==> src/lcd_drive_pkg.sv <==
`default_nettype none
package lcd_drive_pkg;

	// Panel geometry and serial expansion size
	localparam int COM_N      = 4;
	localparam int SEG_N      = 40;
	localparam int EXP_PINS   = 4;
	localparam int EXP_BITS   = 80;
	localparam int SEG_PORT_N = SEG_N - EXP_PINS;

	// Charge duty is measured in steps of 1/32 row
	localparam int ROW_STEPS  = 32;
	localparam int STEP_W     = 5;
	localparam logic [STEP_W-1:0] STEP_LAST  = 5'h1F;
	localparam logic [STEP_W-1:0] STEP_EIGHT = 5'h04;
	localparam logic [STEP_W-1:0] STEP_16TH  = 5'h02;
	localparam logic [STEP_W-1:0] STEP_32ND  = 5'h01;

	// Charge duty select codes
	localparam logic [3:0] CDS_ALWAYS_ON  = 4'h0;
	localparam logic [3:0] CDS_ALWAYS_OFF = 4'h7;
	localparam int         CDS_LONG_BIT   = 3;
	localparam int         CDS_32_BIT     = 2;

	// Frame clock select: bit 3 picks main clock, low bits the divider
	localparam int         FCS_MAIN_BIT  = 3;
	localparam int         PRE_W         = 11;
	localparam int         MAIN_DIV_BASE = 4;
	localparam logic [1:0] SUB_DIV1      = 2'h0;
	localparam logic [1:0] SUB_DIV2      = 2'h1;
	localparam logic [1:0] SUB_MASK1     = 2'h0;
	localparam logic [1:0] SUB_MASK2     = 2'h1;
	localparam logic [1:0] SUB_MASK4     = 2'h3;

	// Shifter bit index
	localparam int         IDX_W    = 7;
	localparam logic [IDX_W-1:0] IDX_LAST = 7'h4F;

	typedef enum logic [2:0] {
		PM_ACTIVE, PM_ACTIVE_MED, PM_SLEEP, PM_WATCH,
		PM_SUBACTIVE, PM_SUBSLEEP, PM_STANDBY
	} power_mode_type;

	typedef enum logic [1:0] {DUTY_STATIC, DUTY_HALF, DUTY_THIRD, DUTY_QUARTER} duty_type;

	typedef enum logic [2:0] {LVL_V1, LVL_V2, LVL_V3, LVL_VSS, LVL_V23} level_type;

	typedef enum logic [1:0] {SH_IDLE, SH_SETUP, SH_CLOCK, SH_LATCH} shift_state_type;

	// Software controls
	typedef struct packed {
		logic           display_on;
		logic           drive_power_switch;
		logic [3:0]     charge_duty_select;
		logic [3:0]     frame_clock_select;
		duty_type       duty;
		logic           segment_expansion_select;
		logic [3:0]     segment_group_select;
		power_mode_type power_mode;
		logic           module_standby;
	} ctrl_type;

	// One row of display data: panel segments plus expander bits
	typedef struct packed {
		logic [EXP_BITS-1:0] exp_bits;
		logic [SEG_N-1:0]    seg_bits;
	} row_word_type;

	// Expansion pins, sharing one active-low output enable
	typedef struct packed {
		logic serial_data;
		logic expander_shift_strobe;
		logic expander_latch_strobe;
		logic alternation;
	} exp_pins_type;

endpackage
`default_nettype wire

==> src/lcd_drive_sequencer.sv <==
`timescale 1ns/1ps
`default_nettype none

module lcd_drive_sequencer
	import lcd_drive_pkg::*;
(
	// Clock, reset, enable
	input  wire logic                   clk,
	input  wire logic                   resetn,
	input  wire logic                   clk_en,
	// Subclock pin, sampled
	input  wire logic                   subclk,
	// Controls
	input  wire ctrl_type               ctrl,
	// Display data stream
	input  wire logic                   in_valid,
	output logic                        in_ready,
	input  wire row_word_type           in_data,
	// Bias divider and drive power
	output logic                        charge_on,
	output logic                        drive_power_on,
	// Panel levels
	output level_type [COM_N-1:0]       com_level,
	output level_type [SEG_N-1:0]       seg_level,
	output logic                        seg_port_mode,
	output logic                        display_active,
	// Expansion pins
	output exp_pins_type                exp_pins,
	output logic                        exp_oe_n
);

	// Whole block state: one copy is computed, one is registered
	typedef struct packed {
		logic                    sub_meta;
		logic                    sub_sync;
		logic                    sub_prev;
		logic [PRE_W-1:0]        pre;
		logic [1:0]              sub_div;
		logic [STEP_W-1:0]       step;
		logic [1:0]              row;
		logic                    alt;
		row_word_type            buf0;
		row_word_type            buf1;
		logic [1:0]              cnt;
		logic                    ready;
		row_word_type            cur;
		shift_state_type         sh_state;
		logic [IDX_W-1:0]        sh_idx;
		logic [EXP_BITS-1:0]     sh_word;
		exp_pins_type            pins;
		logic                    oe_n;
		logic                    charge;
		logic                    power_on;
		level_type [COM_N-1:0]   com;
		level_type [SEG_N-1:0]   seg;
		logic                    port_mode;
		logic                    active;
	} state_type;

	state_type st_r;
	state_type st_nxt;

	level_type [COM_N-1:0] com_w;
	level_type [SEG_N-1:0] seg_w;
	level_type [SEG_N-1:0] seg_out_w;

	logic       standby;
	logic       main_ok;
	logic       sub_ok;
	logic       run;
	logic       sub_edge;
	logic       tick;
	logic       row_end;
	logic       frame_end;
	logic       pop;
	logic       push;
	logic [1:0] last_row;
	logic [1:0] sub_mask;
	logic [PRE_W-1:0] pre_mask;

	// Common level for one pin
	// Selected commons swing V1/VSS, the others sit at the middle levels
	function automatic level_type com_lvl(input logic d, input logic m, input duty_type dy);
		level_type l;
		l = LVL_VSS;
		if (d) begin
			l = m ? LVL_VSS : LVL_V1;
		end else begin
			case (dy)
				DUTY_STATIC: l = m ? LVL_VSS : LVL_V1;
				DUTY_HALF:   l = LVL_V23;
				default:     l = m ? LVL_V2 : LVL_V3;
			endcase
		end
		return l;
	endfunction

	// Segment level for one pin
	// Segments swing against the common so lit pixels see the full bias
	function automatic level_type seg_lvl(input logic d, input logic m, input duty_type dy);
		level_type l;
		l = LVL_VSS;
		if (d) begin
			l = m ? LVL_V1 : LVL_VSS;
		end else begin
			case (dy)
				DUTY_STATIC: l = m ? LVL_VSS : LVL_V1;
				DUTY_HALF:   l = m ? LVL_VSS : LVL_V1;
				default:     l = m ? LVL_V3 : LVL_V2;
			endcase
		end
		return l;
	endfunction

	// Charge window within one row
	// 32 steps per row so n/8, 1/16 and 1/32 all land on whole steps
	function automatic logic charge_fn(input logic [3:0] cds, input logic [STEP_W-1:0] s);
		logic c;
		c = 1'b0;
		if (cds[CDS_LONG_BIT]) begin
			c = cds[CDS_32_BIT] ? (s < STEP_32ND) : (s < STEP_16TH);
		end else if (cds == CDS_ALWAYS_ON) begin
			c = 1'b1;
		end else if (cds == CDS_ALWAYS_OFF) begin
			c = 1'b0;
		end else begin
			c = s < STEP_EIGHT * {2'h0, cds[2:0]};
		end
		return c;
	endfunction

	// Level generation per pin
	genvar gi;
	generate
		for (gi = 0; gi < COM_N; gi++) begin : g_com
			logic d;
			// Static mode selects every common, else only the scanned row
			assign d = (ctrl.duty == DUTY_STATIC) || (st_r.row == 2'(gi));
			assign com_w[gi] = com_lvl(d, st_r.alt, ctrl.duty);
		end
		for (gi = 0; gi < SEG_N; gi++) begin : g_seg
			assign seg_w[gi] = seg_lvl(st_r.cur.seg_bits[gi], st_r.alt, ctrl.duty);
		end
		// Stopped panel and pins lent to the expander rest at VSS
		for (gi = 0; gi < SEG_N; gi++) begin : g_seg_out
			logic lent;
			assign lent = ctrl.segment_expansion_select && (gi >= SEG_PORT_N);
			assign seg_out_w[gi] = (run && !lent) ? seg_w[gi] : LVL_VSS;
		end
	endgenerate

	// Clock availability per power mode
	always_comb begin
		// Standby halts the subclock to this block though its oscillator runs
		standby = ctrl.power_mode == PM_STANDBY;
		main_ok = !ctrl.module_standby && (ctrl.power_mode == PM_ACTIVE ||
			ctrl.power_mode == PM_ACTIVE_MED || ctrl.power_mode == PM_SLEEP);
		sub_ok = !ctrl.module_standby && !standby;
		run = ctrl.display_on &&
			(ctrl.frame_clock_select[FCS_MAIN_BIT] ? main_ok : sub_ok);
		// Rising subclock edges, seen only after the synchroniser
		sub_edge = st_r.sub_sync && !st_r.sub_prev;
		// Subclock divided by 1, 2 or 4
		case (ctrl.frame_clock_select[1:0])
			SUB_DIV1: sub_mask = SUB_MASK1;
			SUB_DIV2: sub_mask = SUB_MASK2;
			default:  sub_mask = SUB_MASK4;
		endcase
		// Main prescaler period is 2^(4+n) clocks
		pre_mask = PRE_W'((1 << (MAIN_DIV_BASE + int'(ctrl.frame_clock_select[2:0]))) - 1);
		if (ctrl.frame_clock_select[FCS_MAIN_BIT]) begin
			tick = run && ((st_r.pre & pre_mask) == pre_mask);
		end else begin
			tick = run && sub_edge && ((st_r.sub_div & sub_mask) == sub_mask);
		end
	end

	// Row and frame boundaries, and buffer traffic
	always_comb begin
		// Frame ends after the last row of the chosen duty
		case (ctrl.duty)
			DUTY_STATIC: last_row = 2'h0;
			DUTY_HALF:   last_row = 2'h1;
			DUTY_THIRD:  last_row = 2'h2;
			default:     last_row = 2'h3;
		endcase
		row_end = tick && (st_r.step == STEP_LAST);
		frame_end = row_end && (st_r.row >= last_row);
		// Pop a word at each row end; an empty buffer repeats the row
		pop = row_end && (st_r.cnt != 2'h0);
		push = in_valid && st_r.ready;
	end

	// Next state
	always_comb begin
		st_nxt = st_r;
		// Subclock synchroniser
		st_nxt.sub_meta = subclk;
		st_nxt.sub_sync = st_r.sub_meta;
		st_nxt.sub_prev = st_r.sub_sync;
		// Prescaler and subclock divider run while their clock exists
		if (main_ok) begin
			st_nxt.pre = st_r.pre + PRE_W'(1);
		end
		if (sub_ok && sub_edge) begin
			st_nxt.sub_div = st_r.sub_div + 2'h1;
		end

		// Row step and frame sequencing
		if (!run) begin
			st_nxt.step = '0;
			st_nxt.row = 2'h0;
		end else if (tick) begin
			st_nxt.step = st_r.step + STEP_W'(1);
			if (row_end) begin
				st_nxt.row = frame_end ? 2'h0 : st_r.row + 2'h1;
			end
		end
		// Alternation flips once per frame and parks low while off
		if (!ctrl.display_on) begin
			st_nxt.alt = 1'b0;
		end else if (frame_end) begin
			st_nxt.alt = !st_r.alt;
		end

		// Two-entry buffer, pop at row end
		// in_ready falls only with both entries full, so a stall loses no word
		if (pop) begin
			st_nxt.cur = st_r.buf0;
			st_nxt.buf0 = st_r.buf1;
		end
		if (push) begin
			if ((st_r.cnt == 2'h0) || (st_r.cnt == 2'h1 && pop)) begin
				st_nxt.buf0 = in_data;
			end else begin
				st_nxt.buf1 = in_data;
			end
		end
		st_nxt.cnt = st_r.cnt + {1'b0, push} - {1'b0, pop};
		st_nxt.ready = st_nxt.cnt != 2'h2;

		// Bias divider charge window and power
		st_nxt.charge = run && charge_fn(ctrl.charge_duty_select, st_nxt.step);
		// Standby cuts drive power whatever the switch holds
		st_nxt.power_on = ctrl.drive_power_switch && !standby;
		st_nxt.active = run;

		// Panel levels, VSS while stopped so no DC reaches the panel
		st_nxt.com = '{default: LVL_VSS};
		if (run) begin
			st_nxt.com = com_w;
		end
		st_nxt.seg = seg_out_w;
		st_nxt.port_mode = ctrl.segment_expansion_select;

		// Serial expansion shifter
		// Two clocks per bit: data settles a clock before the strobe rises
		st_nxt.oe_n = !(ctrl.segment_expansion_select && !standby);
		st_nxt.pins.alternation = ctrl.display_on ? st_nxt.alt : 1'b0;
		st_nxt.pins.expander_latch_strobe = 1'b0;
		if (!ctrl.display_on) begin
			st_nxt.sh_state = SH_IDLE;
			st_nxt.pins.expander_shift_strobe = 1'b0;
		end else begin
			case (st_r.sh_state)
				SH_IDLE: begin
					if (pop && ctrl.segment_expansion_select) begin
						st_nxt.sh_word = st_r.buf0.exp_bits;
						st_nxt.sh_idx = '0;
						st_nxt.sh_state = SH_SETUP;
					end
				end
				SH_SETUP: begin
					st_nxt.pins.serial_data = st_r.sh_word[st_r.sh_idx];
					st_nxt.pins.expander_shift_strobe = 1'b0;
					st_nxt.sh_state = SH_CLOCK;
				end
				SH_CLOCK: begin
					st_nxt.pins.expander_shift_strobe = 1'b1;
					if (st_r.sh_idx == IDX_LAST) begin
						st_nxt.sh_state = SH_LATCH;
					end else begin
						st_nxt.sh_idx = st_r.sh_idx + IDX_W'(1);
						st_nxt.sh_state = SH_SETUP;
					end
				end
				// Latch pulse comes with the strobe fall after the last bit
				SH_LATCH: begin
					st_nxt.pins.expander_shift_strobe = 1'b0;
					st_nxt.pins.expander_latch_strobe = 1'b1;
					st_nxt.sh_state = SH_IDLE;
				end
				default: st_nxt.sh_state = SH_IDLE;
			endcase
		end
	end

	// State register
	// Reset wins over the clock enable so a frozen block can still be reset
	always_ff @(posedge clk) begin
		if (!resetn) begin
			st_r <= '0;
			st_r.com <= '{default: LVL_VSS};
			st_r.seg <= '{default: LVL_VSS};
			st_r.sh_state <= SH_IDLE;
			st_r.oe_n <= 1'b1;
		end else if (clk_en) begin
			st_r <= st_nxt;
		end
	end

	// Outputs straight from state
	assign in_ready       = st_r.ready;
	assign charge_on      = st_r.charge;
	assign drive_power_on = st_r.power_on;
	assign com_level      = st_r.com;
	assign seg_level      = st_r.seg;
	assign seg_port_mode  = st_r.port_mode;
	assign display_active = st_r.active;
	assign exp_pins       = st_r.pins;
	assign exp_oe_n       = st_r.oe_n;

endmodule

`default_nettype wire

==> config.mk <==
export PLATFORM = sky130hd
export DESIGN_NAME = lcd_drive_sequencer
export DESIGN_NICKNAME = d
export VERILOG_FILES = /design/src/lcd_drive_pkg.sv /design/src/lcd_drive_sequencer.sv
export SDC_FILE = /design/constraint.sdc
export NUM_CORES = 1
export LEC_CHECK = 0
export ABC_AREA = 1
export BUFFER_PORTS_ARGS = -buffer_cell sky130_fd_sc_hd__clkbuf_2
export CORE_UTILIZATION = 55
export CTS_CLUSTER_SIZE = 10
export DETAILED_ROUTE_END_ITERATION = 10
export PLACE_DENSITY = 0.88
export SYNTH_ARGS = -nofsm -noshare
export SYNTH_HDL_FRONTEND = slang
export SYNTH_SLANG_ARGS = --single-unit
==> constraint.sdc <==
create_clock -name clk -period 3.3 [get_ports clk]
set_input_delay 0.66 -clock clk [delete_from_list [all_inputs] [get_ports clk]]
set_output_delay 0.66 -clock clk [all_outputs]
set_load 0.03 [all_outputs]
==> flow_summary_export.csv, run 1 <==
group,metric,value,unit
floorplanning,core_area,41100,um^2
finish,nets,3389,
pwr,pwr-share-seq,0.487,
placed_design,port_buffers,243,
pwr,p_comb_frac,0.084,
logic_synthesis,ys_warn_count,0,
global_route,grt_start_max_net_pins,127,
clocking,tritoncts,"built",
clocking,holdBufCountCts,0,
floorplanning,initial_utilization,0.561,
outcome,violations,"design-rule violations",
drt,drtIter0Drc,2463,
pwr,clkPwrFrac,0.429,
pwr,vdd_drop_max,0.000458,V
sta,slew_headroom,0.302,
clocking,cts_buffers,56,
logic_synthesis,synthFlopType,"dfxtp_1",
pwr,leakage,0.0101,uW
logic_synthesis,netlist_area,23100,um^2
placed_design,hpwl,36000,um
floorplanning,ios,288,
pwr,power_density,508,nW/um^2
sta,drv_slew,0,
sta,period_share,0.826,
logic_synthesis,synth_edf_count,0,
drt,dr_total_vias,20700,
sta,setup_tns,0,ns
drt,post_drt_via_cell_ratio,5.49,
placed_design,routabilityCongestion,0.872,
clocking,post_cts_buffers,0,
floorplanning,die_h,207,um
drt,wl_per_cell,15.5,um
global_route,grt_usage,0.266,
pwr,p_int,9610,uW
min_path,hp-class,"in2reg",
sta,max_freq,367,MHz
drt,wl,58300,um
clocking,cts_resized,0,
logic_synthesis,avgSynthCellArea,7.21,um^2
finish,areaGrowthSynthToFinish,9.02,%
floorplanning,num_rows,74,
sta,rsz0062_at_grt,"no",
clocking,clock_sinks,496,
clocking,cts_root_buf,"clkbuf_16",
logic_synthesis,synth_cell_types,46,
drt,drc,17,
sta,setup_viol,0,
outcome,status,"finished, violations left",
sta,hold_viol,0,
sta,tightest_slew,1.05,ns
worst_setup_path,worstPathMaxFanout,11,
finish,nFillCells,3621,
global_route,grt_pass1_wl,93100,um
worst_setup_path,arrival,3.22,ns
clocking,cts_buffer_depth,3,
clocking,clock_latency,0.61,ns
floorplanning,die_w,207,um
floorplanning,dieArea,42800,um^2
finish,drive_above_1_share,0.117,
sta,min_period,2.73,ns
global_route,overflow,0,
logic_synthesis,ys_async_sr_fraction,0,
logic_synthesis,ys_seq_area_frac,0.430,
global_route,antenna_found_initial,12,
clocking,clk_pin_slew,0.06,ns
drt,drtAntennaViolNets,0,
clocking,h-tree-depth,2,
worst_setup_path,startpoint_type,"flip-flop",
logic_synthesis,ys_ff_latch,496,
finish,instances_no_fill,3773,
pwr,swShare,0.248,
drt,drt_first_pass_iters,11,
placed_design,dpl.cell_count,3701,
flow_run,cap_viol_max_count,0,
global_route,grt_pass1_vias,18500,
logic_synthesis,synth_cells,3202,
pwr,switching_power,3170,uW
worst_setup_path,end_kind,"flip-flop",
worst_setup_path,criticalPathCategory,"reg2reg",
worst_setup_path,cp.required,3.80,ns
sta,finalClockSkew,0.0269,ns
[power by group through the flow]
stage | clock (uW) | combinational [uW] | sequential (uW)
2_1_floorplan | 0 | 829 | 6330
3_3_place_gp | 0 | 1040 | 6340
3_5_place_dp | 0 | 1060 | 6350
4_1_cts | 5550 | 1070 | 6220
5_1_grt | 5810 | 1210 | 6230
6_report | 5480 | 1080 | 6220
[state kept, by name (all words and copies together), names as in the netlist]
register	cells
st_r	393
seg_level	80
st_nxt	2
drive_power_on	1
exp_pins	3
display_active	1
exp_oe_n	1
seg_port_mode	1
charge_on	1
com_level	12
in_ready	1
[per-stage QoR]
step / total power, uW / utilization / instance area (um^2) / setup WS (ns) / hold WS [ns]
CTS: 12800 / 0.612 / 25100 / 0.569 / 0.283
detailed placement: 7410 / 0.574 / 23600 / 0.201 / 0.437
floorplan: 7160 / - / 23200 / 0.262 / 0.420
global placement: 7380 / 0.574 / 23600 / 0.255 / 0.430
global route: 13200 / 0.612 / 25200 / 0.282 / 0.294
finish: 12800 / 0.612 / 25200 / 0.573 / 0.304
[per-layer routing]
| metal | vias up | global-route usage | share of wire |
|---|---|---|---|
| li1 | 10400 | - | - |
| met1 | 9408 | 0.358 | 0.44 |
| met2 | 783 | 0.420 | 0.45 |
| met3 | 124 | 0.0570 | 0.082 |
| met4 | 14 | 0.0936 | 0.026 |
| met5 | - | 0 | 0.0015 |
[Yosys cell counts, drive strengths merged, types with 4 or more instances]
master   number  area share
nor4          7      0.0019
clkbuf      148       0.024
o21ai       735        0.16
o22ai        76       0.021
a31oi         4      0.0011
a21oi       414       0.090
dfxtp       496        0.43
a2111oi       4      0.0015
xor2         41       0.016
ha           16      0.0087
inv         388       0.063
nand3        35      0.0083
nor2        131       0.022
o211ai        4      0.0013
nand2       447       0.074
buf         221       0.069
nor3          9      0.0020
[final timing paths]
kind	from	to	slack, ns	cells past startpoint
worst max-delay path	st_r[603]$_SDFFE_PN0P_	in_ready$_SDFFE_PN0P_	0.57	19
worst min-delay path	subclk	st_nxt[615]$_SDFFE_PN0P_	0.30	3
worst max register to register	st_r[603]$_SDFFE_PN0P_	in_ready$_SDFFE_PN0P_	0.57	19
worst min register to register	st_r[155]$_SDFFE_PN0P_	st_r[155]$_SDFFE_PN0P_	0.45	2
[cell families (layout without fill, tap and decap cells)]
family,after synthesis,count (layout),synth area share
AO/OA/AOI/OAI,1247,1247,0.277
XOR/XNOR,42,42,0.0159
buffers and inverters,760,754,0.156
flip-flops,496,496,0.430
AND/OR/NAND/NOR,639,639,0.111
other,2,47,0.000325
adder cells (fa/ha/maj),16,16,0.00867
[area by class of cell]
cell class	instances	area [um^2]	share of cell area
Multi-Input combinational cell	1986	9700	0.386
Tap cell	532	666	0.0265
Clock buffer	64	1490	0.0593
Sequential cell	496	9930	0.395
Inverter	391	1480	0.0586
Antenna cell	5	12.5	0.000497
Timing Repair Buffer	296	1830	0.0727
Clock inverter	3	51.3	0.00204
[layout by cell type, fill, tap and decap left out, types with 57 or more instances in the layout]
master / instances
o21ai_1: 305
inv_1: 383
o21ai_0: 429
nor2_1: 128
nand2_1: 443
a21oi_1: 414
clkbuf_2: 241
dfxtp_1: 495
o22ai_1: 76
clkbuf_16: 57
[worst max-delay path, cell delays in order (launching register included)]
cell and delay (ns):
dfxtp_1 0.38, ha_1 0.16, nand2_1 0.06, inv_1 0.05
o21ai_0 0.07, nor2_1 0.10, nand2_1 0.05, nor2_1 0.08
nand2_1 0.07, nand2_2 0.11, nand2_4 0.09, nor2_4 0.18
nand2_8 0.14, inv_1 0.09, ha_1 0.13, inv_1 0.04
ha_1 0.17, xor2_1 0.15, or2_2 0.29, o221a_2 0.23
Power figures use the tool's default switching activity.
==> inputs of run 2 (changes only) <==
--- a/config.mk
+++ b/config.mk
@@ -5,9 +5,9 @@
 export SDC_FILE = /design/constraint.sdc
 export NUM_CORES = 1
 export LEC_CHECK = 0
-export ABC_AREA = 1
+export ABC_AREA = 0
 export BUFFER_PORTS_ARGS = -buffer_cell sky130_fd_sc_hd__clkbuf_2
-export CORE_UTILIZATION = 55
+export CORE_UTILIZATION = 52
 export CTS_CLUSTER_SIZE = 10
 export DETAILED_ROUTE_END_ITERATION = 10
 export PLACE_DENSITY = 0.88
==> constraint.sdc (replaced) <==
create_clock -name clk -period 2.5 [get_ports clk]
set_input_delay 0.5 -clock clk [delete_from_list [all_inputs] [get_ports clk]]
set_output_delay 0.5 -clock clk [all_outputs]
set_load 0.03 [all_outputs]
==> flow_summary_export.csv, run 2 <==
group,metric,value,unit
global_route,grt_start_max_net_pins,144,
floorplanning,initial_utilization,0.532,
logic_synthesis,synthAdderAreaFrac,0.00914,
logic_synthesis,synth_top_family_by_area,"simple AND/OR/NAND/NOR gates",
worst_setup_path,worstPathMaxFanout,6,
clocking,cts_root_buf,"clkbuf_16",
clocking,cts_buffers,56,
clocking,cts_buffer_depth,3,
worst_setup_path,arrival,2.89,ns
floorplanning,die_w,207,um
finish,most-common-layout-cells,"489 x dfxtp_1, 339 x nor2_1, 318 x nand2_1",
placed_design,routabilityCongestion,0.838,
floorplanning,ios,288,
logic_synthesis,avgSynthCellArea,8.91,um^2
logic_synthesis,synthFlopType,"dfxtp_1",
worst_setup_path,criticalPathCategory,"reg2reg",
sta,hold_viol,0,
sta,slew_headroom,0.394,
sta,holdWs,0.131,ns
finish,nets,2735,
outcome,status,"complete, no violations",
sta,rsz0062_at_grt,"yes",
logic_synthesis,yosysMostFrequentCell,"dfxtp_1",
placed_design,hpwl,35400,um
global_route,grt_pass1_vias,17100,
worst_setup_path,r2r_end,"charge_on$_SDFFE_PN0P_",
clocking,holdBufCountCts,0,
clocking,clk_pin_slew,0.06,ns
floorplanning,num_rows,74,
logic_synthesis,synth_cells,2458,
drt,wl,54900,um
logic_synthesis,yosys.area.top_type,"dfxtp_1",
logic_synthesis,ys_warn_count,0,
sta,drv_slew,0,
worst_setup_path,startpoint_type,"flip-flop",
min_path,hp-start,"in_data[28]",
logic_synthesis,synth-simple-area-share,0.189,
drt,post_drt_via_cell_ratio,5.65,
sta,setup_viol,0,
logic_synthesis,synth_compound_area_frac,0.135,
worst_setup_path,critPathLaunch,"st_r[611]$_SDFFE_PN0P_",
logic_synthesis,synth_top_area_frac,0.453,
logic_synthesis,ys_ff_latch,496,
sta,tightest_slew,0.900,ns
clocking,h-tree-depth,2,
clocking,tritoncts,"built",
floorplanning,dieArea,42900,um^2
pwr,leakage,0.00933,uW
logic_synthesis,synth_common_cells,"496 x dfxtp_1, 340 x nor2_1, 318 x nand2_1",
worst_setup_path,end_kind,"flip-flop",
finish,mostFrequentLayoutCell,"dfxtp_1",
worst_setup_path,reg2reg_slack,0.11,ns
sta,period_share,0.958,
drt,dr_total_vias,17600,
drt,drtIter0Drc,1602,
logic_synthesis,synth_cell_types,60,
finish,largest_reg_flops,393,
worst_setup_path,r2r-start,"st_r[611]$_SDFFE_PN0P_",
logic_synthesis,synth_edf_count,0,
global_route,antenna_found_initial,5,
finish,regMostFlops,"st_r",
flow_run,cap_viol_max_count,0,
logic_synthesis,synthMuxAreaShare,0.0856,
finish,areaGrowthSynthToFinish,14.6,%
clocking,clock_latency,0.60,ns
logic_synthesis,ys_seq_area_frac,0.453,
floorplanning,die_h,207,um
placed_design,port_buffers,243,
drt,drc,0,
logic_synthesis,ys_async_sr_fraction,0,
global_route,overflow,0,
worst_setup_path,ff2ff_path_depth,11,
logic_synthesis,synth_area_leaders,"dfxtp_1 45%, mux2i_1 5.9%, nor2_1 5.8%",
logic_synthesis,netlist_area,21900,um^2
finish,drive_above_1_share,0.184,
drt,drt_first_pass_iters,5,
floorplanning,core_area,41200,um^2
global_route,grt_pass1_wl,88400,um
global_route,grt_usage,0.250,
clocking,clock_sinks,496,
drt,drtAntennaViolNets,0,
drt,wl_per_cell,17.6,um
sta,max_freq,418,MHz
worst_setup_path,crit_end,"charge_on$_SDFFE_PN0P_",
sta,finalClockSkew,0.0211,ns
sta,min_period,2.39,ns
pwr,power_density,658,nW/um^2
sta,setup_tns,0,ns
min_path,hp-class,"in2reg",
logic_synthesis,synth-xor-area-share,0.0396,
pwr,vdd_drop_max,0.000537,V
worst_setup_path,cp.required,3.00,ns
==> run 2: cell types whose count changed after synthesis, moves of 32 or more <==
cell / change
a21boi_1: +100
o22ai_1: -63
o221ai_1: +121
a21oi_1: -399
xnor2_1: +84
mux2i_1: +130
clkbuf_1: -43
inv_1: -367
o21ai_1: -304
nor3_1: +32
nor2_1: +212
nand2_1: -125
nor2b_1: +141
o21ai_0: -329
==> run 2: metal layers <==
layer  GRT usage  routed length (um)
met4      0.0890                1260
met3      0.0374                3420
met5           0                   0
met1       0.327               23500
met2       0.421               26700
==> run 2: cell type report <==
| cell class | instances | area [um^2] |
|---|---|---|
| clock buffers | 64 | 1480 |
| inverters | 16 | 60.1 |
| well taps | 532 | 666 |
| multi-input cells | 1658 | 10400 |
| repair buffers | 345 | 2460 |
| clock inverters | 3 | 51.3 |
| diodes | 5 | 12.5 |
| fillers | 3226 | 16100 |
| flip-flops and latches | 496 | 9940 |
==> run 2: kinds of logic after synthesis <==
group | Yosys count
and+or+nand+nor | 937
other | 2
adders and majority gates | 16
xor gates and xnor gates | 99
AOI/OAI and AO/OA | 408
DFF | 496
buffers and inverters | 344
muxes | 156
==> run 2: report_power, final <==
part           internal (uW)  switching [uW]  total (uW)
clock                   4210            3010        7220
combinational            431             729        1160
sequential              8050            89.8        8140
total                  12700            3830       16500
==> run 2: repair_timing <==
item | 4_1_cts | 5_1_grt
gates resized for setup | 14 | 11
setup buffers | 7 | 3
pin swaps | 6 | 15
setup endpoints to repair | 41 | 200
==> run 2: worst min-delay path by stage <==
| stage | endpoint | slack [ns] | cells after the start |
|---|---|---|---|
| after CTS | st_r[381]$_SDFFE_PN0P_ | 0.11 | 3 |
| after detailed placement | st_r[391]$_SDFFE_PN0P_ | 0.44 | 2 |
| after global routing | st_r[461]$_SDFFE_PN0P_ | 0.13 | 3 |
| after global placement | st_r[435]$_SDFFE_PN0P_ | 0.44 | 2 |
| after floorplan | st_r[373]$_SDFFE_PN0P_ | 0.43 | 2 |
| final | st_r[381]$_SDFFE_PN0P_ | 0.13 | 3 |
==> run 2: critical path: stages, from the launching register on <==
cell and delay, ns:
dfxtp_1 0.35, nor3b_2 0.24, o31ai_4 0.11, a21boi_4 0.27, mux2i_1 0.30, nor2_1 0.07
ha_1 0.32, a21oi_2 0.14, o21ai_0 0.09, nand2_1 0.06, nand4_1 0.11, o32ai_2 0.23
==> run 2: through the flow <==
stage               cells   util  total power (uW)  area (um^2)  setup slack [ns]
detailed placement   3037  0.567              9430        23400            -0.411
floorplan            2498      -              9110        22100            -0.132
global placement     3037  0.567              9390        23400            -0.290
global route         3119  0.609             17000        25100           -0.0550
CTS                  3111  0.607             16600        25000            0.0136
finish               3119  0.609             16500        25100             0.105
